`src/hw/opsp_map.svh`:
```
`ifndef OPSP_MAP_SVH
`define OPSP_MAP_SVH

// register addresses
`define OPSP_ADDR_W          12
`define OPSP_DATA_W          16
`define OPSP_ADDR_CLK_PIN    12'h453
`define OPSP_ADDR_PAD        12'h456
`define OPSP_ADDR_IND0       12'h460

// clock-pin configuration fields
`define OPSP_CLK_TXER_BIT    15
`define OPSP_CLK_RSV_HI      14
`define OPSP_CLK_RSV_LO      9
`define OPSP_CLK_RSV_W       6
`define OPSP_CLK_DIV_BIT     8
`define OPSP_CLK_SRC_HI      7
`define OPSP_CLK_SRC_LO      4
`define OPSP_CLK_INV_BIT     3
`define OPSP_CLK_SEL_HI      2
`define OPSP_CLK_SEL_LO      0

// pad pull / impedance fields
`define OPSP_PAD_RXV_HI      15
`define OPSP_PAD_RXV_LO      14
`define OPSP_PAD_RXF_BIT     13
`define OPSP_PAD_TXV_HI      12
`define OPSP_PAD_TXV_LO      11
`define OPSP_PAD_TXF_BIT     10
`define OPSP_PAD_RXI_HI      9
`define OPSP_PAD_RXI_LO      5
`define OPSP_PAD_TXI_HI      4
`define OPSP_PAD_TXI_LO      0

// indicator-0 selector register
`define OPSP_IND0_SEL_HI     2
`define OPSP_IND0_SEL_LO     0
`define OPSP_IND0_PAD_W      13

// reset values
`define OPSP_PINSEL_RST      3'h1
`define OPSP_PINSEL_STRAP    3'h0
`define OPSP_PINSEL_DAISY    3'h0
`define OPSP_PAD_RST         16'h0000
`define OPSP_IND0_RST        3'h0
`define OPSP_SRC_RST         4'h0

`endif

```
`src/hw/opsp_pkg.sv`:
```
`default_nettype none
package opsp_pkg;

  typedef enum logic [1:0] {
    OPSP_PULL_NONE = 2'b00,
    OPSP_PULL_UP   = 2'b01,
    OPSP_PULL_DOWN = 2'b10,
    OPSP_PULL_RSVD = 2'b11
  } opsp_pull_t;

  typedef enum logic [2:0] {
    OPSP_FN_PRIMARY = 3'b000,
    OPSP_FN_CLKMUX  = 3'b001,
    OPSP_FN_WOL     = 3'b010,
    OPSP_FN_UV      = 3'b011,
    OPSP_FN_PTP_TX  = 3'b100,
    OPSP_FN_PTP_RX  = 3'b101,
    OPSP_FN_ESD     = 3'b110,
    OPSP_FN_IRQ     = 3'b111
  } opsp_pin_func_t;

  typedef enum logic [3:0] {
    OPSP_SRC_XTAL     = 4'b0000,
    OPSP_SRC_PLL200   = 4'b0001,
    OPSP_SRC_ADC67    = 4'b0010,
    OPSP_SRC_FREE200  = 4'b0011,
    OPSP_SRC_MII25    = 4'b0100,
    OPSP_SRC_PLLREF   = 4'b0101,
    OPSP_SRC_CORE100  = 4'b0110,
    OPSP_SRC_DSP67    = 4'b0111,
    OPSP_SRC_MODEREF  = 4'b1000,
    OPSP_SRC_RMII_RX  = 4'b1001,
    OPSP_SRC_SER      = 4'b1010,
    OPSP_SRC_DES      = 4'b1011,
    OPSP_SRC_TICK30   = 4'b1100,
    OPSP_SRC_TICK40   = 4'b1101,
    OPSP_SRC_DLL_TX   = 4'b1110,
    OPSP_SRC_DLL_RX   = 4'b1111
  } opsp_clk_src_t;

endpackage : opsp_pkg
`default_nettype wire

```
`src/hw/opsp_links_if.sv`:
```
`default_nettype none
interface opsp_pin_if;
  logic [7:0] func;
  logic [2:0] sel;
  logic       out;
  modport mux (input func, input sel, output out);
  modport top (output func, output sel, input out);
endinterface : opsp_pin_if

interface opsp_clk_if;
  logic [15:0] src;
  logic [3:0]  code;
  logic        div;
  logic        inv;
  logic        out;
  modport sel (input src, input code, input div, input inv, output out);
  modport top (output src, output code, output div, output inv, input out);
endinterface : opsp_clk_if
`default_nettype wire

```
`src/hw/opsp_top.sv`:
```
// Implementation choice: strobed register access.
`include "opsp_map.svh"
`default_nettype none
// What this block does
// - indicator 0 selector routes eight functions
// - remap bit turns indicator 1 into tx-error input
// - divide bit halves the selected clock
// - source codes 0000-0111 pick base clocks
// - codes 1000-1011 pick mode, rmii, serdes clocks
// - code 1100 picks 30 ns tick
// - inversion bit inverts the selected clock
// - clock pin selector routes eight functions
// - daisy-chain strap forces clock pin selector zero
// - strap sets clock pin selector reset value
// - rx pull code: none, up, down
// - bit 13 enables forced rx pulls
// - tx pull code: none, up, down
// - bit 10 enables forced tx pulls
// - rx pad impedance code drives rx pads
// - tx pad impedance code drives tx pads
module opsp_top import opsp_pkg::*; (
  // clock and reset
  input  wire logic                     i_core_clk,
  input  wire logic                     i_arst_n,
  // register port
  input  wire logic [`OPSP_ADDR_W-1:0]  i_addr,
  input  wire logic [`OPSP_DATA_W-1:0]  i_wdata,
  input  wire logic                     i_wr,
  input  wire logic                     i_rd,
  output logic      [`OPSP_DATA_W-1:0]  o_rdata,
  // straps
  input  wire logic                     i_receive_data3_config_strap,
  input  wire logic                     i_ind1_daisy_strap,
  // pin functions
  input  wire logic                     i_link_ind,
  input  wire logic                     i_ind0_clkmux,
  input  wire logic                     i_ind1_func,
  input  wire logic                     i_wake_on_lan_event,
  input  wire logic                     i_undervolt,
  input  wire logic                     i_ptp_tx_evt,
  input  wire logic                     i_ptp_rx_evt,
  input  wire logic                     i_esd_evt,
  input  wire logic                     i_irq,
  // clock sources
  input  wire logic [7:0]               i_clk_src_lo,
  input  wire logic                     i_rmii_mode,
  input  wire logic                     i_ref_clk_50,
  input  wire logic                     i_ref_clk_25,
  input  wire logic [6:0]               i_clk_src_hi,
  // indicator 1 pin
  input  wire logic                     i_ind1_pin_in,
  output logic                          o_ind1_oe,
  output logic                          o_mac_tx_err,
  // muxed pins
  output logic                          o_ind0,
  output logic                          o_clk_pin,
  // mac pads
  input  wire logic [1:0]               i_rx_pull_norm,
  input  wire logic [1:0]               i_tx_pull_norm,
  output logic      [1:0]               o_rx_pull,
  output logic      [1:0]               o_tx_pull,
  output logic      [4:0]               o_rx_imp,
  output logic      [4:0]               o_tx_imp
);

  //////////////////////////////////////////////////////////////////////////////
  // reset release
  logic rst_meta_q;
  logic rst_sync_q;
  wire  rst_sync_n = rst_sync_q;

  always_ff @(posedge i_core_clk or negedge i_arst_n) begin
    if (!i_arst_n) begin
      rst_meta_q <= 1'b0;
      rst_sync_q <= 1'b0;
    end else begin
      rst_meta_q <= 1'b1;
      rst_sync_q <= rst_meta_q;
    end
  end

  //////////////////////////////////////////////////////////////////////////////
  // registers
  logic       strap_done_q;
  logic       txer_q;
  logic       div_q;
  logic [3:0] src_q;
  logic       inv_q;
  logic [2:0] pin_sel_q;
  logic [2:0] pin_sel_d;
  logic [`OPSP_DATA_W-1:0] pad_q;
  logic [2:0] ind0_sel_q;

  wire wr_clk  = i_wr && (i_addr == `OPSP_ADDR_CLK_PIN);
  wire wr_pad  = i_wr && (i_addr == `OPSP_ADDR_PAD);
  wire wr_ind0 = i_wr && (i_addr == `OPSP_ADDR_IND0);

  wire [2:0] strap_sel = i_receive_data3_config_strap ? `OPSP_PINSEL_STRAP
                                                      : `OPSP_PINSEL_RST;
  wire [2:0] wr_sel    = i_wdata[`OPSP_CLK_SEL_HI:`OPSP_CLK_SEL_LO];

  always_comb begin
    pin_sel_d = pin_sel_q;
    if (!strap_done_q) pin_sel_d = strap_sel;
    else if (wr_clk)   pin_sel_d = wr_sel;
    if (i_ind1_daisy_strap) pin_sel_d = `OPSP_PINSEL_DAISY;
  end

  always_ff @(posedge i_core_clk or negedge rst_sync_n) begin
    if (!rst_sync_n) begin
      strap_done_q <= 1'b0;
      pin_sel_q    <= `OPSP_PINSEL_RST;
    end else begin
      strap_done_q <= 1'b1;
      pin_sel_q    <= pin_sel_d;
    end
  end

  // reserved field bits are never stored
  always_ff @(posedge i_core_clk or negedge rst_sync_n) begin
    if (!rst_sync_n) begin
      txer_q <= 1'b0;
      div_q  <= 1'b0;
      src_q  <= `OPSP_SRC_RST;
      inv_q  <= 1'b0;
    end else if (wr_clk) begin
      txer_q <= i_wdata[`OPSP_CLK_TXER_BIT];
      div_q  <= i_wdata[`OPSP_CLK_DIV_BIT];
      src_q  <= i_wdata[`OPSP_CLK_SRC_HI:`OPSP_CLK_SRC_LO];
      inv_q  <= i_wdata[`OPSP_CLK_INV_BIT];
    end
  end

  always_ff @(posedge i_core_clk or negedge rst_sync_n) begin
    if (!rst_sync_n) begin
      pad_q      <= `OPSP_PAD_RST;
      ind0_sel_q <= `OPSP_IND0_RST;
    end else begin
      if (wr_pad)  pad_q      <= i_wdata;
      if (wr_ind0) ind0_sel_q <= i_wdata[`OPSP_IND0_SEL_HI:`OPSP_IND0_SEL_LO];
    end
  end

  //////////////////////////////////////////////////////////////////////////////
  // read back
  wire [`OPSP_DATA_W-1:0] clk_word  = {txer_q, {`OPSP_CLK_RSV_W{1'b0}}, div_q, src_q,
                                       inv_q, pin_sel_q};
  wire [`OPSP_DATA_W-1:0] ind0_word = {{`OPSP_IND0_PAD_W{1'b0}}, ind0_sel_q};
  wire [`OPSP_DATA_W-1:0] rd_word   =
      (i_addr == `OPSP_ADDR_CLK_PIN) ? clk_word  :
      (i_addr == `OPSP_ADDR_PAD)     ? pad_q     :
      (i_addr == `OPSP_ADDR_IND0)    ? ind0_word : `OPSP_PAD_RST;
  wire [`OPSP_DATA_W-1:0] rdata_d   = i_rd ? rd_word : `OPSP_PAD_RST;

  logic [`OPSP_DATA_W-1:0] rdata_q;
  always_ff @(posedge i_core_clk or negedge rst_sync_n) begin
    if (!rst_sync_n) rdata_q <= `OPSP_PAD_RST;
    else             rdata_q <= rdata_d;
  end
  assign o_rdata = rdata_q;

  //////////////////////////////////////////////////////////////////////////////
  // clock source and pin muxes
  opsp_clk_if clk_link ();
  opsp_pin_if ind0_link ();
  opsp_pin_if cpin_link ();

  wire mode_dependent_ref_clock = i_rmii_mode ? i_ref_clk_50 : i_ref_clk_25;

  assign clk_link.src  = {i_clk_src_hi, mode_dependent_ref_clock, i_clk_src_lo};
  assign clk_link.code = src_q;
  assign clk_link.div  = div_q;
  assign clk_link.inv  = inv_q;

  wire [7:0] ind0_func = {i_irq, i_esd_evt, i_ptp_rx_evt, i_ptp_tx_evt, i_undervolt,
                          i_wake_on_lan_event, i_ind0_clkmux, i_link_ind};
  wire [7:0] cpin_func = {i_irq, i_esd_evt, i_ptp_rx_evt, i_ptp_tx_evt, i_undervolt,
                          i_wake_on_lan_event, clk_link.out, i_ind1_func};

  assign ind0_link.func = ind0_func;
  assign ind0_link.sel  = ind0_sel_q;
  assign cpin_link.func = cpin_func;
  assign cpin_link.sel  = pin_sel_q;
  assign o_ind0         = ind0_link.out;
  assign o_clk_pin      = cpin_link.out;

  opsp_clk_sel u_clk_sel (
    .i_core_clk (i_core_clk),
    .i_rst_n    (rst_sync_n),
    .clk        (clk_link)
  );

  opsp_out_mux u_ind0_mux (
    .i_core_clk (i_core_clk),
    .i_rst_n    (rst_sync_n),
    .pin        (ind0_link)
  );

  opsp_out_mux u_cpin_mux (
    .i_core_clk (i_core_clk),
    .i_rst_n    (rst_sync_n),
    .pin        (cpin_link)
  );

  //////////////////////////////////////////////////////////////////////////////
  // indicator 1 remap and pads
  logic       ind1_oe_q;
  logic       tx_err_q;
  logic [1:0] rx_pull_q;
  logic [1:0] tx_pull_q;
  logic [4:0] rx_imp_q;
  logic [4:0] tx_imp_q;

  wire [1:0] rx_val   = pad_q[`OPSP_PAD_RXV_HI:`OPSP_PAD_RXV_LO];
  wire [1:0] tx_val   = pad_q[`OPSP_PAD_TXV_HI:`OPSP_PAD_TXV_LO];
  wire [1:0] rx_force = (rx_val == OPSP_PULL_RSVD) ? OPSP_PULL_NONE : rx_val;
  wire [1:0] tx_force = (tx_val == OPSP_PULL_RSVD) ? OPSP_PULL_NONE : tx_val;
  wire [1:0] rx_pull_d = pad_q[`OPSP_PAD_RXF_BIT] ? rx_force : i_rx_pull_norm;
  wire [1:0] tx_pull_d = pad_q[`OPSP_PAD_TXF_BIT] ? tx_force : i_tx_pull_norm;

  always_ff @(posedge i_core_clk or negedge rst_sync_n) begin
    if (!rst_sync_n) begin
      ind1_oe_q <= 1'b1;
      tx_err_q  <= 1'b0;
      rx_pull_q <= OPSP_PULL_NONE;
      tx_pull_q <= OPSP_PULL_NONE;
      rx_imp_q  <= 5'h00;
      tx_imp_q  <= 5'h00;
    end else begin
      ind1_oe_q <= ~txer_q;
      tx_err_q  <= txer_q & i_ind1_pin_in;
      rx_pull_q <= rx_pull_d;
      tx_pull_q <= tx_pull_d;
      rx_imp_q  <= pad_q[`OPSP_PAD_RXI_HI:`OPSP_PAD_RXI_LO];
      tx_imp_q  <= pad_q[`OPSP_PAD_TXI_HI:`OPSP_PAD_TXI_LO];
    end
  end

  assign o_ind1_oe    = ind1_oe_q;
  assign o_mac_tx_err = tx_err_q;
  assign o_rx_pull    = rx_pull_q;
  assign o_tx_pull    = tx_pull_q;
  assign o_rx_imp     = rx_imp_q;
  assign o_tx_imp     = tx_imp_q;
endmodule : opsp_top
`default_nettype wire

```
`src/hw/opsp_out_mux.sv`:
```
`include "opsp_map.svh"
`default_nettype none
module opsp_out_mux import opsp_pkg::*; (
  // clock and reset
  input wire logic i_core_clk,
  input wire logic i_rst_n,
  // selector link
  opsp_pin_if.mux  pin
);

  logic out_q;
  wire  chosen = pin.func[pin.sel];

  always_ff @(posedge i_core_clk or negedge i_rst_n) begin
    if (!i_rst_n) out_q <= 1'b0;
    else          out_q <= chosen;
  end

  assign pin.out = out_q;

endmodule : opsp_out_mux
`default_nettype wire

```
`src/hw/opsp_clk_sel.sv`:
```
`include "opsp_map.svh"
`default_nettype none
module opsp_clk_sel import opsp_pkg::*; (
  // clock and reset
  input wire logic i_core_clk,
  input wire logic i_rst_n,
  // source selection link
  opsp_clk_if.sel  clk
);

  logic prev_q;
  logic tog_q;
  logic out_q;
  logic live_q;

  wire src_now  = clk.src[clk.code];
  wire src_rise = src_now & ~prev_q;
  wire base     = clk.div ? tog_q : src_now;
  wire out_d    = base ^ clk.inv;

  always_ff @(posedge i_core_clk or negedge i_rst_n) begin
    if (!i_rst_n) begin
      prev_q <= 1'b0;
      tog_q  <= 1'b0;
      out_q  <= 1'b0;
      live_q <= 1'b0;
    end else begin
      prev_q <= src_now;
      tog_q  <= tog_q ^ src_rise;
      out_q  <= out_d;
      live_q <= 1'b1;
    end
  end

  assign clk.out = out_q;
endmodule : opsp_clk_sel
`default_nettype wire

```
`config.mk`:
```
export PLATFORM = sky130hd
export DESIGN_NAME = opsp_top
export DESIGN_NICKNAME = d
export VERILOG_FILES = /design/src/hw/opsp_pkg.sv /design/src/hw/opsp_links_if.sv /design/src/hw/opsp_top.sv /design/src/hw/opsp_out_mux.sv /design/src/hw/opsp_clk_sel.sv
export VERILOG_INCLUDE_DIRS = /design/src /design/src/hw
export SDC_FILE = /design/constraint.sdc
export NUM_CORES = 1
export LEC_CHECK = 0
export BUFFER_PORTS_ARGS = -buffer_cell sky130_fd_sc_hd__buf_2
export CORE_ASPECT_RATIO = 0.8
export CORE_MARGIN = 1.5
export CORE_UTILIZATION = 51
export CTS_BUF_LIST = sky130_fd_sc_hd__clkbuf_4
export DETAILED_ROUTE_END_ITERATION = 6
export GPL_ROUTABILITY_DRIVEN = 0
export PLACE_DENSITY = 0.79
export SLEW_MARGIN = 0
export SYNTH_ARGS = -nofsm -noshare
export SYNTH_HDL_FRONTEND = slang
export SYNTH_SLANG_ARGS = --single-unit
```
`constraint.sdc`:
```
create_clock -name i_core_clk -period 2.9 [get_ports i_core_clk]
set_input_delay 0.29 -clock i_core_clk [delete_from_list [all_inputs] [get_ports i_core_clk]]
set_output_delay 0.29 -clock i_core_clk [all_outputs]
set_load 0.05 [all_outputs]
```
=== Yosys cells after proc, flatten, opt, wreduce, memory -nomap -nowiden ===
Index checks and enable logic that the tools add are counted.
W data, S select, Z words.

* Register bits after elaboration: 69
* Input bits: 66
* Output and inout bits: 34
* Logic and storage cells: 60

* Order comparisons: 3
* Equal/unequal tests: 6
* Multiplexer cells: 20
* Bitwise gates (word level): 6
* Reductions and logical operators: 3

{| class="wikitable"
|+ Operator list
! operator !! count
|-
| $mux W16 || 3
|-
| $eq A12 B11 Y1 const B || 3
|-
| $mux W3 || 4
|-
| $lt A3 B4 Y1 const B || 2
|-
| $mux W2 || 4
|-
| $bmux W1 S3 || 2
|-
| $mux W1 || 6
|-
| $lt A4 B5 Y1 const B || 1
|-
| $bmux W1 S4 || 1
|-
| $eq A2 B2 Y1 const B || 2
|-
| $logic_and A1 B1 Y1 || 3
|-
| $ne A3 B3 Y1 const B || 1
|-
| $and A1 B1 Y1 || 2
|-
| $not A1 Y1 || 2
|-
| $xor A1 B1 Y1 || 2
|}

=== Logic depth before layout (Yosys ltp) ===
Gate-level depths: netlist (run 1).

* Depth after elaboration: 5
* Depth in mapped cells: 7
* Gate-level depth less buffers: 5

=== By module ===
From an unflattened synthesis (run 1), not the netlist that was laid out.

* Cell total of the unflattened synthesis: 197
* Area total of the unflattened synthesis: 2,920.3 sq um

{| class="wikitable"
|+ Modules (own cells, without submodules)
! module !! instances !! cells an instance !! area each (sq um) !! seq. area each (sq um)
|-
| opsp_top || 1 || 158 || 2,411.1 || 1,604.0
|-
| opsp_clk_sel || 1 || 31 || 331.6 || 75.1
|-
| opsp_out_mux || 2 || 4 || 88.8 || 25.0
|}

=== Worst setup path before layout (run 1) ===
OpenSTA, ideal clock, no wires.

* Path kind: input -> register
* Start: input i_addr[9]
* End: register pad_q[10]
* Setup time: 0.125 ns
* Arrival time: 1.759 ns
* Required time: 2.775 ns
* Setup slack: 1.015 ns
* Stages on the path: 5
* Path buffers: 1
* Cell sequence: or4b_4 nor4_4 nand2_2 buf_6 mux2_4

* Cells in the longest elaborated chain, start to end: 2

{| class="wikitable"
|+ RTL lines
! item !! line !! RTL
|-
| start, declared || opsp_top.sv:26 || <nowiki>input wire logic [`OPSP_ADDR_W-1:0] i_addr,</nowiki>
|-
| $eq A12 B11 Y1 (no source line) || -- ||
|-
| $logic_and A1 B1 Y1 || opsp_top.sv:95 || <nowiki>wire wr_pad = i_wr && (i_addr == `OPSP_ADDR_PAD);</nowiki>
|-
| end signal, assigned || opsp_top.sv:136 || <nowiki>pad_q <= `OPSP_PAD_RST;</nowiki>
|-
| end signal, assigned || opsp_top.sv:139 || <nowiki>if (wr_pad) pad_q <= i_wdata;</nowiki>
|-
| end, declared || opsp_top.sv:91 || <nowiki>logic [`OPSP_DATA_W-1:0] pad_q;</nowiki>
|}

Every way passes these cells.
A chain may end at the register's enable or synchronous reset.

=== Final worst setup path (run 1) ===
* Start: register src_q[0] (netlist: clk_link.code[0])
* End: register u_clk_sel.out_q (netlist: u_clk_sel.clk.out)

* Cells in the longest elaborated chain, start to end: 4

{| class="wikitable"
|+ RTL lines
! item !! line !! RTL
|-
| start, declared || opsp_top.sv:87 || <nowiki>logic [3:0] src_q;</nowiki>
|-
| start signal, assigned || opsp_top.sv:124 || <nowiki>src_q <= `OPSP_SRC_RST;</nowiki>
|-
| start signal, assigned || opsp_top.sv:129 || <nowiki>src_q <= i_wdata[`OPSP_CLK_SRC_HI:`OPSP_CLK_SRC_LO];</nowiki>
|-
| $bmux W1 S4 || opsp_clk_sel.sv:16 || <nowiki>wire src_now = clk.src[clk.code];</nowiki>
|-
| $mux W1 (not written as such) || opsp_clk_sel.sv:16 ||
|-
| $mux W1 || opsp_clk_sel.sv:18 || <nowiki>wire base = clk.div ? tog_q : src_now;</nowiki>
|-
| $xor A1 B1 Y1 || opsp_clk_sel.sv:19 || <nowiki>wire out_d = base ^ clk.inv;</nowiki>
|-
| named net u_clk_sel.out_d || opsp_clk_sel.sv:19 ||
|-
| end signal, assigned || opsp_clk_sel.sv:30 || <nowiki>out_q <= out_d;</nowiki>
|-
| end, declared || opsp_clk_sel.sv:13 || <nowiki>logic out_q;</nowiki>
|}

The timed path passes the listed nets, and every way through them passes these cells. The select of a mux whose other input is x is not followed.

==> results of run 1 <==
[power by group]
part	internal, uW	switching [uW]
registers	981	17.8
logic	62.4	67.0
clock network	453	315
[layout make-up]
| cell class | instances | area [sq um] | share of cell area [%] |
|---|---|---|---|
| Clock buffer | 11 | 82.58 | 2.313 |
| Clock inverter | 5 | 98.84 | 2.769 |
| Inverter | 7 | 26.28 | 0.7361 |
| Multi-Input combinational cell | 106 | 1016 | 28.46 |
| Sequential cell | 69 | 1730 | 48.48 |
| Tap cell | 62 | 77.57 | 2.173 |
| Timing Repair Buffer | 104 | 538.0 | 15.07 |
[layout by cell type (no fill, tap or decap)]
cell type	Yosys	layout
mux4_2	6	6
a222oi_1	3	3
o21ai_0	3	3
nor2_1	4	4
dfstp_2	2	2
a31oi_1	2	2
nor4_4	2	2
mux2_4	10	10
and3_1	6	6
buf_2	2	99
inv_1	7	7
o22ai_1	1	1
nand2b_1	2	2
o211ai_1	2	2
buf_4	1	3
nand2_1	6	6
dfrtp_1	67	66
a211oi_1	1	1
a21oi_1	2	2
dfrtp_2	0	1
mux2_2	19	19
nor2b_1	5	5
nand2_2	2	2
bufinv_16	0	3
nor3_1	1	1
clkinv_1	0	1
nand3_1	1	1
clkbuf_4	0	11
conb_1	1	2
nor4b_1	1	1
mux2i_1	7	7
or3b_2	1	1
clkinv_2	0	1
nand3b_1	4	4
xor2_1	2	2
dlygate4sd3_1	0	2
and2_1	3	3
or4b_4	1	1
a22o_1	7	7
[critical path, delay by kind of cell (launching register included)]
family                    cells  cell delay, ps
xor gates and xnor gates      1             160
AOI/OAI and AO/OA             2             430
DFF                           1             580
muxes                         1             550
[what timing repair did]
action	4_1_cts	5_1_grt
hold buffers	2	0
hold endpoints to repair	3	0
setup buffers	0	0
[registers in the layout, summed over array words and instances, names as in the netlist, 2 cells and up]
| name | count |
|---|---|
| cpin_link.sel | 3 |
| o_rx_pull | 2 |
| ind0_link.sel | 3 |
| o_tx_pull | 2 |
| o_tx_imp | 5 |
| pad_q | 16 |
| clk_link.code | 4 |
| o_rdata | 16 |
| o_rx_imp | 5 |
[path summary, 6_finish.rpt]
check	startpoint	end	slack [ps]	depth (start not counted)
setup / recovery	clk_link.code[0]	u_clk_sel.clk.out	1040	4
hold / removal	i_wdata[12]	pad_q[12]	120	2
setup reg to reg	clk_link.code[0]	u_clk_sel.clk.out	1040	4
hold reg to reg	rst_sync_n	clk_link.code[0]	240	0
max in group asynchronous	rst_sync_n	o_ind1_oe	1910	1
min in group asynchronous	i_arst_n	rst_meta_q	190	2
[metal layers]
| metal | vias up | track usage [%] | share of wire (%) |
|---|---|---|---|
| li1 | 896 | - | - |
| met1 | 938 | 28.27 | 44 |
| met2 | 74 | 30.36 | 49 |
| met3 | 4 | 6.667 | 6.5 |
| met4 | 0 | 4.839 | 0.65 |
| met5 | - | 0 | 0 |
[through the flow]
stage	area, sq um	hold WS, ps	power, uW
6_report	3570	122.4	1896
5_1_grt	3570	100.4	1970
2_1_floorplan	2808	-5.591	1078
3_3_place_gp	3368	75.45	1143
3_5_place_dp	3368	75.84	1147
4_1_cts	3570	94.38	1917
[cells by family after synthesis]
family	Yosys count	share of synthesized area [%]
muxes	42	20.30
xor gates and xnor gates	2	0.6248
and+or+nand+nor	39	9.415
buffers and inverters	13	2.232
DFF	69	61.67
AOI/OAI and AO/OA	21	5.622
other	1	0.1337
==> results.md, run 1 <==
| Metric | Reported |
|---|---|
| Most frequent cell after synthesis | dfrtp_1 |
| Total power density per cell area | 531.2 nW/um^2 |
| Cell type of the slowest stage on the worst timing path | dfrtp_1 |
| Endpoint class of the critical path | flop |
| Mapped Avg Cell Area | 14.99 sq um |
| Seq cells post-synth | 69 |
| Starting utilization of the core area | 54.43% |
| Maximum number of pins on one net before global-route repair | 27 |
| Vertical die dimension | 69.32 um |
| Vias in the first global route | 1841 |
| DRC Markers | 0 |
| Proportion of netlist area held by the largest area contributor | 59.79% |
| List of most frequent post-synthesis cells | dfrtp_1 (67), mux2_2 (19), mux2_4 (10) |
| Worst-case vdd ir drop | 405.1 uV |
| Number of antenna violations at the first check in global routing | 0 |
| Endpoints failing hold | 0 |
| Total via count after detailed routing | 1912 |
| Number of detailed-route iterations in the first pass | 4 |
| Worst EP arrival | 2130 ps |
| Fmax achieved | 538.0 MHz |
| First-pass GRT wire length | 9.128 mm |
| Max Root-Sink Buffers | 2 |
| Class of the most critical setup path | flop to flop |
| Max stage delay on crit path | 580 ps |
| Clock Pin Slew Worst Setup and Hold Paths | 110 ps |
| Least-Margin Pin Slew | 540.5 ps |
| Maximum Capacitance Violations | 0 |
| Asr flop ratio synth | 100.0% |
| HPWL after detailed placement | 4.175 mm |
| Part of the Yosys area used for sequential elements | 61.67% |
| Pre-CTS setup slack | 688.5 ps |
| Critical Path RT | 3170 ps |
| Post-route clock skew | 19.85 ps |
| I/O pins | 100 |
| Max-slew violation total from the final report | 0 |
| Critical path peak fanout | 8 |
| Leak pwr | 0.001933 uW |
| Post-synth EDFFs | 0 |
| CP startpoint kind | flop |
| Total global-route track usage | 20.06% |
| Synthesized cell area | 2804 sq um |
| Detail Route Antenna Nets | 0 |
| Violation count after the first detailed-route iteration | 106 |
| YS warnings | 0 |
| Layout fillers | 367 |
| Number of CTS-inserted buffers | 9 |
| Number of unique standard cell types used by synthesis | 35 |
| Total grt overflow | 0 |
| Path type of the worst min-delay path | primary input to flop |
| Cell accounting for the most synthesized area | dfrtp_1 |
| Area contributors post-synth | dfrtp_1 (60%), mux2_2 (7.6%), mux2_4 (5.4%) |
| Min Tclk post-route | 1859 ps |
| Count of endpoints failing setup in the final report | 0 |
| Core area | 5151 sq um |
| Vias/cell | 5.253 |
| Clk sink count | 69 |
| Number of instances in the placed design | 346 |
| Die ar. | 5955 sq um |
| Fraction of final layout cells with drive strength greater than 1 | 53.31% |
| FP Rows | 23 |
| CTS tree | yes |
| Non-filler cells, final | 364 |
| Final antenna diode count | 0 |
| Post-CTS resize count | 0 |
| List of cells traversed by the critical path | mux4_2 -> o211ai_1 -> a31oi_1 -> xor2_1 |
| Cell at the root of the clock tree | clkbuf_4 |
| Outcome | finished, final reports clean |
| IO buf count | 99 |
| Worst path setup slack after routing | 1041 ps |
| Setup TNS | 0 ps |
| Most instantiated flip-flop cell in the synthesis netlist | dfrtp_1 |
| Gate Count Post-Synth | 187 |
| Area growth from synthesis to layout | 27.31% |
| WL per Instance | 15.30 um |
| Final critical-path share of the clock period | 64.09% |
| CTS H-tree lvls | 3 |
| X dimension of the die | 85.90 um |
| Number of nets in the layout | 363 |
| RSZ-0062 raised after global routing | false |
| Source-to-sink clock delay at the later pin of the worst-skew pair | 400 ps |
| Detailed-route wire length | 5.568 mm |
| Final core area utilization | 69.30% |
| Max_slew headroom | 63.97% |
No activity file was read; power rests on OpenSTA's default activity.
==> inputs of run 2 (changes only) <==
Clock period 2.9 ns to 1.9 ns, I/O delays scaled along.
==> results.md, run 2 (same netlist as run 1, synthesis figures left out) <==
| Metric | Reported | vs previous |
|---|---|---|
| Outcome | finished, final reports clean |  |
| Max Root-Sink Buffers | 2 | unchanged |
| Core area | 5151 sq um | unchanged |
| CTS tree | yes |  |
| Path type of the worst min-delay path | primary input to flop |  |
| Detailed-route wire length | 6.026 mm | +8.2% |
| Top library cells by usage in the layout, fill and taps aside | buf_2 (99), dfrtp_1 (66), mux2_2 (19), dlygate4sd3_1 (13), mux2_4 (10) |  |
| CP startpoint kind | flop |  |
| DRC Markers | 0 | unchanged |
| Worst EP arrival | 1910 ps | -220 ps |
| First-pass GRT wire length | 9.804 mm | +7.4% |
| Number of nets in the layout | 382 | +5.2% |
| Final antenna diode count | 0 | unchanged |
| IO buf count | 99 | unchanged |
| Total grt overflow | 0 | unchanged |
| Leak pwr | 0.002031 uW | +5.1% |
| Endpoint class of the critical path | flop |  |
| Min Tclk post-route | 1622 ps | -236.9 ps |
| Max-slew violation total from the final report | 0 | unchanged |
| Starting utilization of the core area | 54.43% | unchanged |
| Endpoints failing hold | 0 | unchanged |
| Source-to-sink clock delay at the later pin of the worst-skew pair | 410 ps | about the same |
| Total power density per cell area | 784.2 nW/um^2 | +48% |
| Maximum number of pins on one net before global-route repair | 30 | +11% |
| Final critical-path share of the clock period | 85.36% | +21 points |
| Clk sink count | 69 | unchanged |
| X dimension of the die | 85.90 um | unchanged |
| Critical path peak fanout | 3 | -5 |
| Number of instances in the placed design | 354 | +2.3% |
| Total global-route track usage | 21.86% | +1.8 points |
| FP Rows | 23 | unchanged |
| Count of endpoints failing setup in the final report | 0 | unchanged |
| Total via count after detailed routing | 1990 | +4.1% |
| HPWL after detailed placement | 4.415 mm | +5.7% |
| Area growth from synthesis to layout | 34.54% |  |
| Class of the most critical setup path | flop to flop |  |
| Maximum Capacitance Violations | 0 | unchanged |
| Critical Path RT | 2190 ps | -980 ps |
| Fmax achieved | 616.6 MHz | +15% |
| Cell at the root of the clock tree | clkbuf_4 |  |
| Non-filler cells, final | 383 | +5.2% |
| Vias in the first global route | 2044 | +11% |
| RSZ-0062 raised after global routing | false |  |
| Clock Pin Slew Worst Setup and Hold Paths | 120 ps | about the same |
| Vertical die dimension | 69.32 um | unchanged |
| Worst-case vdd ir drop | 658.6 uV | +63% |
| CTS H-tree lvls | 3 | unchanged |
| Vias/cell | 5.196 | -1.1% |
| Setup TNS | 0 ps | unchanged |
| Number of CTS-inserted buffers | 9 | unchanged |
| Number of antenna violations at the first check in global routing | 0 | unchanged |
| Post-route clock skew | 13.67 ps | -6.183 ps |
| Most common library cell in the layout ignoring fill and taps | buf_2 |  |
| Post-CTS resize count | 0 | unchanged |
| Violation count after the first detailed-route iteration | 135 | +27% |
| Reg2reg setup slack | 280 ps | -760 ps |
| I/O pins | 100 | unchanged |
| Die ar. | 5955 sq um | unchanged |
| Fraction of final layout cells with drive strength greater than 1 | 52.96% | -0.35 points |
| WL per Instance | 15.73 um | +2.9% |
| Detail Route Antenna Nets | 0 | unchanged |
| Number of detailed-route iterations in the first pass | 4 | unchanged |
run 2: worst paths after layout:
check	depth (start not counted)	startpoint	to
worst max register to register	4	clk_link.code[0]	u_clk_sel.clk.out
worst min register to register	0	rst_sync_n	pad_q[14]
min in group asynchronous	2	i_arst_n	rst_sync_n
worst max-delay path	4	clk_link.code[0]	u_clk_sel.clk.out
max in group asynchronous	1	rst_sync_n	cpin_link.sel[0]
worst min-delay path	3	i_receive_data3_config_strap	cpin_link.sel[0]
run 2: cell type report:
class / instances / area (sq um)
Inverter: 7 / 26.28
Sequential cell: 69 / 1730
Clock buffer: 9 / 67.56
Timing Repair Buffer: 123 / 733.2
Clock inverter: 7 / 121.4
Fill cell: 346 / 1379
Multi-Input combinational cell: 106 / 1016
Tap cell: 62 / 77.57
run 2: metal layers:
layer	global-route usage (%)	share of wire, %
met2	34.03	50
met4	6.989	1.5
met5	0	0
met3	7.262	5.7
met1	29.13	43
run 2: critical path, stage by stage (launching register included):
cell and delay [ps]:
dfrtp_1 410, mux4_2 510, o211ai_1 290, a31oi_1 150
xor2_1 150
run 2: where the power goes:
part | internal, uW | switching [uW] | total [uW]
combinational | 113 | 109 | 222
sequential | 1500 | 25.2 | 1520
clock | 675 | 538 | 1210
run 2: metrics by stage:
stage	hold WS [ps]	util (%)	setup slack [ps]	total power (uW)	instance area [sq um]
detailed placement	-23.59	67.04	-38.20	1755	3453
floorplan	-105.6	-	115.5	1646	2809
finish	19.53	73.23	278.2	2958	3772
global placement	-24.15	67.04	8.251	1748	3453
CTS	1.403	72.65	253.3	2978	3742
global route	11.36	73.23	182.3	3078	3772
run 2: what timing repair did:
| action | in CTS | in global routing |
|---|---|---|
| buffers inserted | 0 | 0 |
| hold buffers | 10 | 3 |
| hold endpoints to repair | 11 | 3 |
==> inputs of run 3 (changes only) <==
Clock period 1.9 ns to 1.7 ns, I/O delays scaled along.
==> results.md, run 3 (same netlist as run 1, synthesis figures left out) <==
| Metric | Reported | vs previous |
|---|---|---|
| Max-slew violation total from the final report | 0 | unchanged |
| Max stage delay on crit path | 520 ps | about the same |
| Total power draw | 2969 uW | +0.35% |
| IO buf count | 99 | unchanged |
| Min Tclk post-route | 1661 ps | +39.01 ps |
| Endpoint class of the critical path | flop |  |
| Worst Hold Slack | 51.41 ps | +31.88 ps |
| Endpoints failing hold | 0 | unchanged |
| Total power density per cell area | 771.4 nW/um^2 | -1.6% |
| Fmax achieved | 602.1 MHz | -2.3% |
| Critical Path RT | 1980 ps | -210 ps |
| Combined buffer and inverter count along the critical path | 0 | unchanged |
| Clock Pin Slew Worst Setup and Hold Paths | 110 ps | about the same |
| Final antenna diode count | 0 | unchanged |
| WL per Instance | 15.60 um | -0.82% |
| Source-to-sink clock delay at the later pin of the worst-skew pair | 400 ps | about the same |
| Worst path setup slack after routing | 39.23 ps | -239.0 ps |
| Worst-case vdd ir drop | 591.3 uV | -10% |
| CP startpoint kind | flop |  |
| Maximum Capacitance Violations | 0 | unchanged |
| HPWL after detailed placement | 4.269 mm | -3.3% |
| Worst EP arrival | 1940 ps | +30 ps |
| DRC Markers | 0 | unchanged |
| Post-route clock skew | 15.19 ps | +1.520 ps |
| Critical path peak fanout | 3 | unchanged |
| Cell family contributing the most delay on the critical path | multiplexers |  |
| Number of detailed-route iterations in the first pass | 4 | unchanged |
| Die ar. | 5955 sq um | unchanged |
| FP Rows | 23 | unchanged |
| Vias in the first global route | 2157 | +5.5% |
| Total grt overflow | 0 | unchanged |
| Class of the most critical setup path | flop to flop |  |
| Vias/cell | 5.124 | -1.4% |
| Count of endpoints failing setup in the final report | 0 | unchanged |
| Fraction of final layout cells with drive strength greater than 1 | 51.81% | -1.2 points |
| Detail Route Antenna Nets | 0 | unchanged |
| Outcome | finished, final reports clean |  |
| CTS tree | yes |  |
| Vertical die dimension | 69.32 um | unchanged |
| Start point of the critical path | clk_link.code[1] |  |
| Total global-route track usage | 22.87% | +1.0 points |
| Clk sink count | 69 | unchanged |
| Total via count after detailed routing | 2019 | +1.5% |
| Cell at the root of the clock tree | clkbuf_4 |  |
| Final critical-path share of the clock period | 97.69% | +12 points |
| Starting utilization of the core area | 54.43% | unchanged |
| X dimension of the die | 85.90 um | unchanged |
| Top library cells by usage in the layout, fill and taps aside | buf_2 (99), dfrtp_1 (66), dlygate4sd3_1 (21), mux2_2 (19), mux2_4 (10) |  |
| List of cells traversed by the critical path | mux4_2 -> o211ai_1 -> a31oi_1 -> xor2_1 |  |
| Number of nets in the layout | 393 | +2.9% |
| Violation count after the first detailed-route iteration | 114 | -16% |
| Maximum number of pins on one net before global-route repair | 68 | +130% |
| I/O pins | 100 | unchanged |
| Number of instances in the placed design | 357 | +0.85% |
| Non-filler cells, final | 394 | +2.9% |
| Number of antenna violations at the first check in global routing | 0 | unchanged |
| Pre-CTS setup slack | -73.62 ps | -35.42 ps |
| CTS H-tree lvls | 3 | unchanged |
| Detailed-route wire length | 6.148 mm | +2.0% |
| Cell type of the slowest stage on the worst timing path | mux4_2 |  |
| Most common library cell in the layout ignoring fill and taps | buf_2 |  |
| Worst Min Path Start | i_wdata[2] |  |
| Setup repair bufs after CTS | 0 | unchanged |
| Number of CTS-inserted buffers | 9 | unchanged |
| Max Root-Sink Buffers | 2 | unchanged |
| Core area | 5151 sq um | unchanged |
| Setup TNS | 0 ps | unchanged |
| Area growth from synthesis to layout | 37.26% |  |
| Beginning of the worst register-to-register path | clk_link.code[1] |  |
| First-pass GRT wire length | 10.26 mm | +4.7% |
| RSZ-0062 raised after global routing | true |  |
| Leak pwr | 0.002067 uW | +1.8% |
| Path type of the worst min-delay path | primary input to flop |  |
-- run 3: cell count changes in the layout (fill, tap and decap cells not counted) --
cell and delta:
bufinv_16 -2, clkinv_4 +1, buf_12 +2, buf_6 +1, dlygate4sd3_1 +8, clkinv_1 +1, clkinv_2 +2, inv_6 -2
-- run 3: metal layers --
layer | vias up | wire [um] | GRT usage, %
met4 | 0 | 46 | 7.527
met1 | 992 | 2616 | 26.75
met5 | - | 0 | 0
li1 | 964 | - | -
met3 | 4 | 265 | 6.429
met2 | 59 | 3219 | 40.42
-- run 3: path summary, 6_finish.rpt --
path	endpoint	slack, ps	depth (start not counted)
setup / recovery	u_clk_sel.clk.out	40	4
hold / removal	ind0_link.sel[2]	50	2
setup reg to reg	u_clk_sel.clk.out	40	4
hold reg to reg	pad_q[9]	280	1
max in group asynchronous	cpin_link.sel[0]	1110	1
min in group asynchronous	rst_sync_n	90	2
-- run 3: cell type report --
| cell class | count | area (sq um) |
|---|---|---|
| Sequential cell | 69 | 1730 |
| Fill cell | 350 | 1303 |
| Multi-Input combinational cell | 106 | 1016 |
| Timing Repair Buffer | 134 | 864.6 |
| Tap cell | 62 | 77.57 |
| Clock buffer | 9 | 67.56 |
| Clock inverter | 7 | 66.31 |
| Inverter | 7 | 26.28 |
-- run 3: timing repair --
action                                 in CTS  in global routing
setup endpoints to repair                   0                  1
gates resized for setup                     0                  1
hold buffers                               19                  2
endpoints found under the hold margin      23                  4
-- run 3: through the flow --
stage / util [%] / area [sq um]
after detailed placement: 67.96 / 3501
after CTS: 74.25 / 3825
final: 74.71 / 3849
after global routing: 74.71 / 3849
after global placement: 67.96 / 3501
after floorplan: - / 2813
-- run 3: power breakdown --
part / switching, uW / internal, uW / total [uW]
Sequential: 19.8 / 1670 / 1690
Clock: 561 / 441 / 1000
Combinational: 134 / 139 / 273
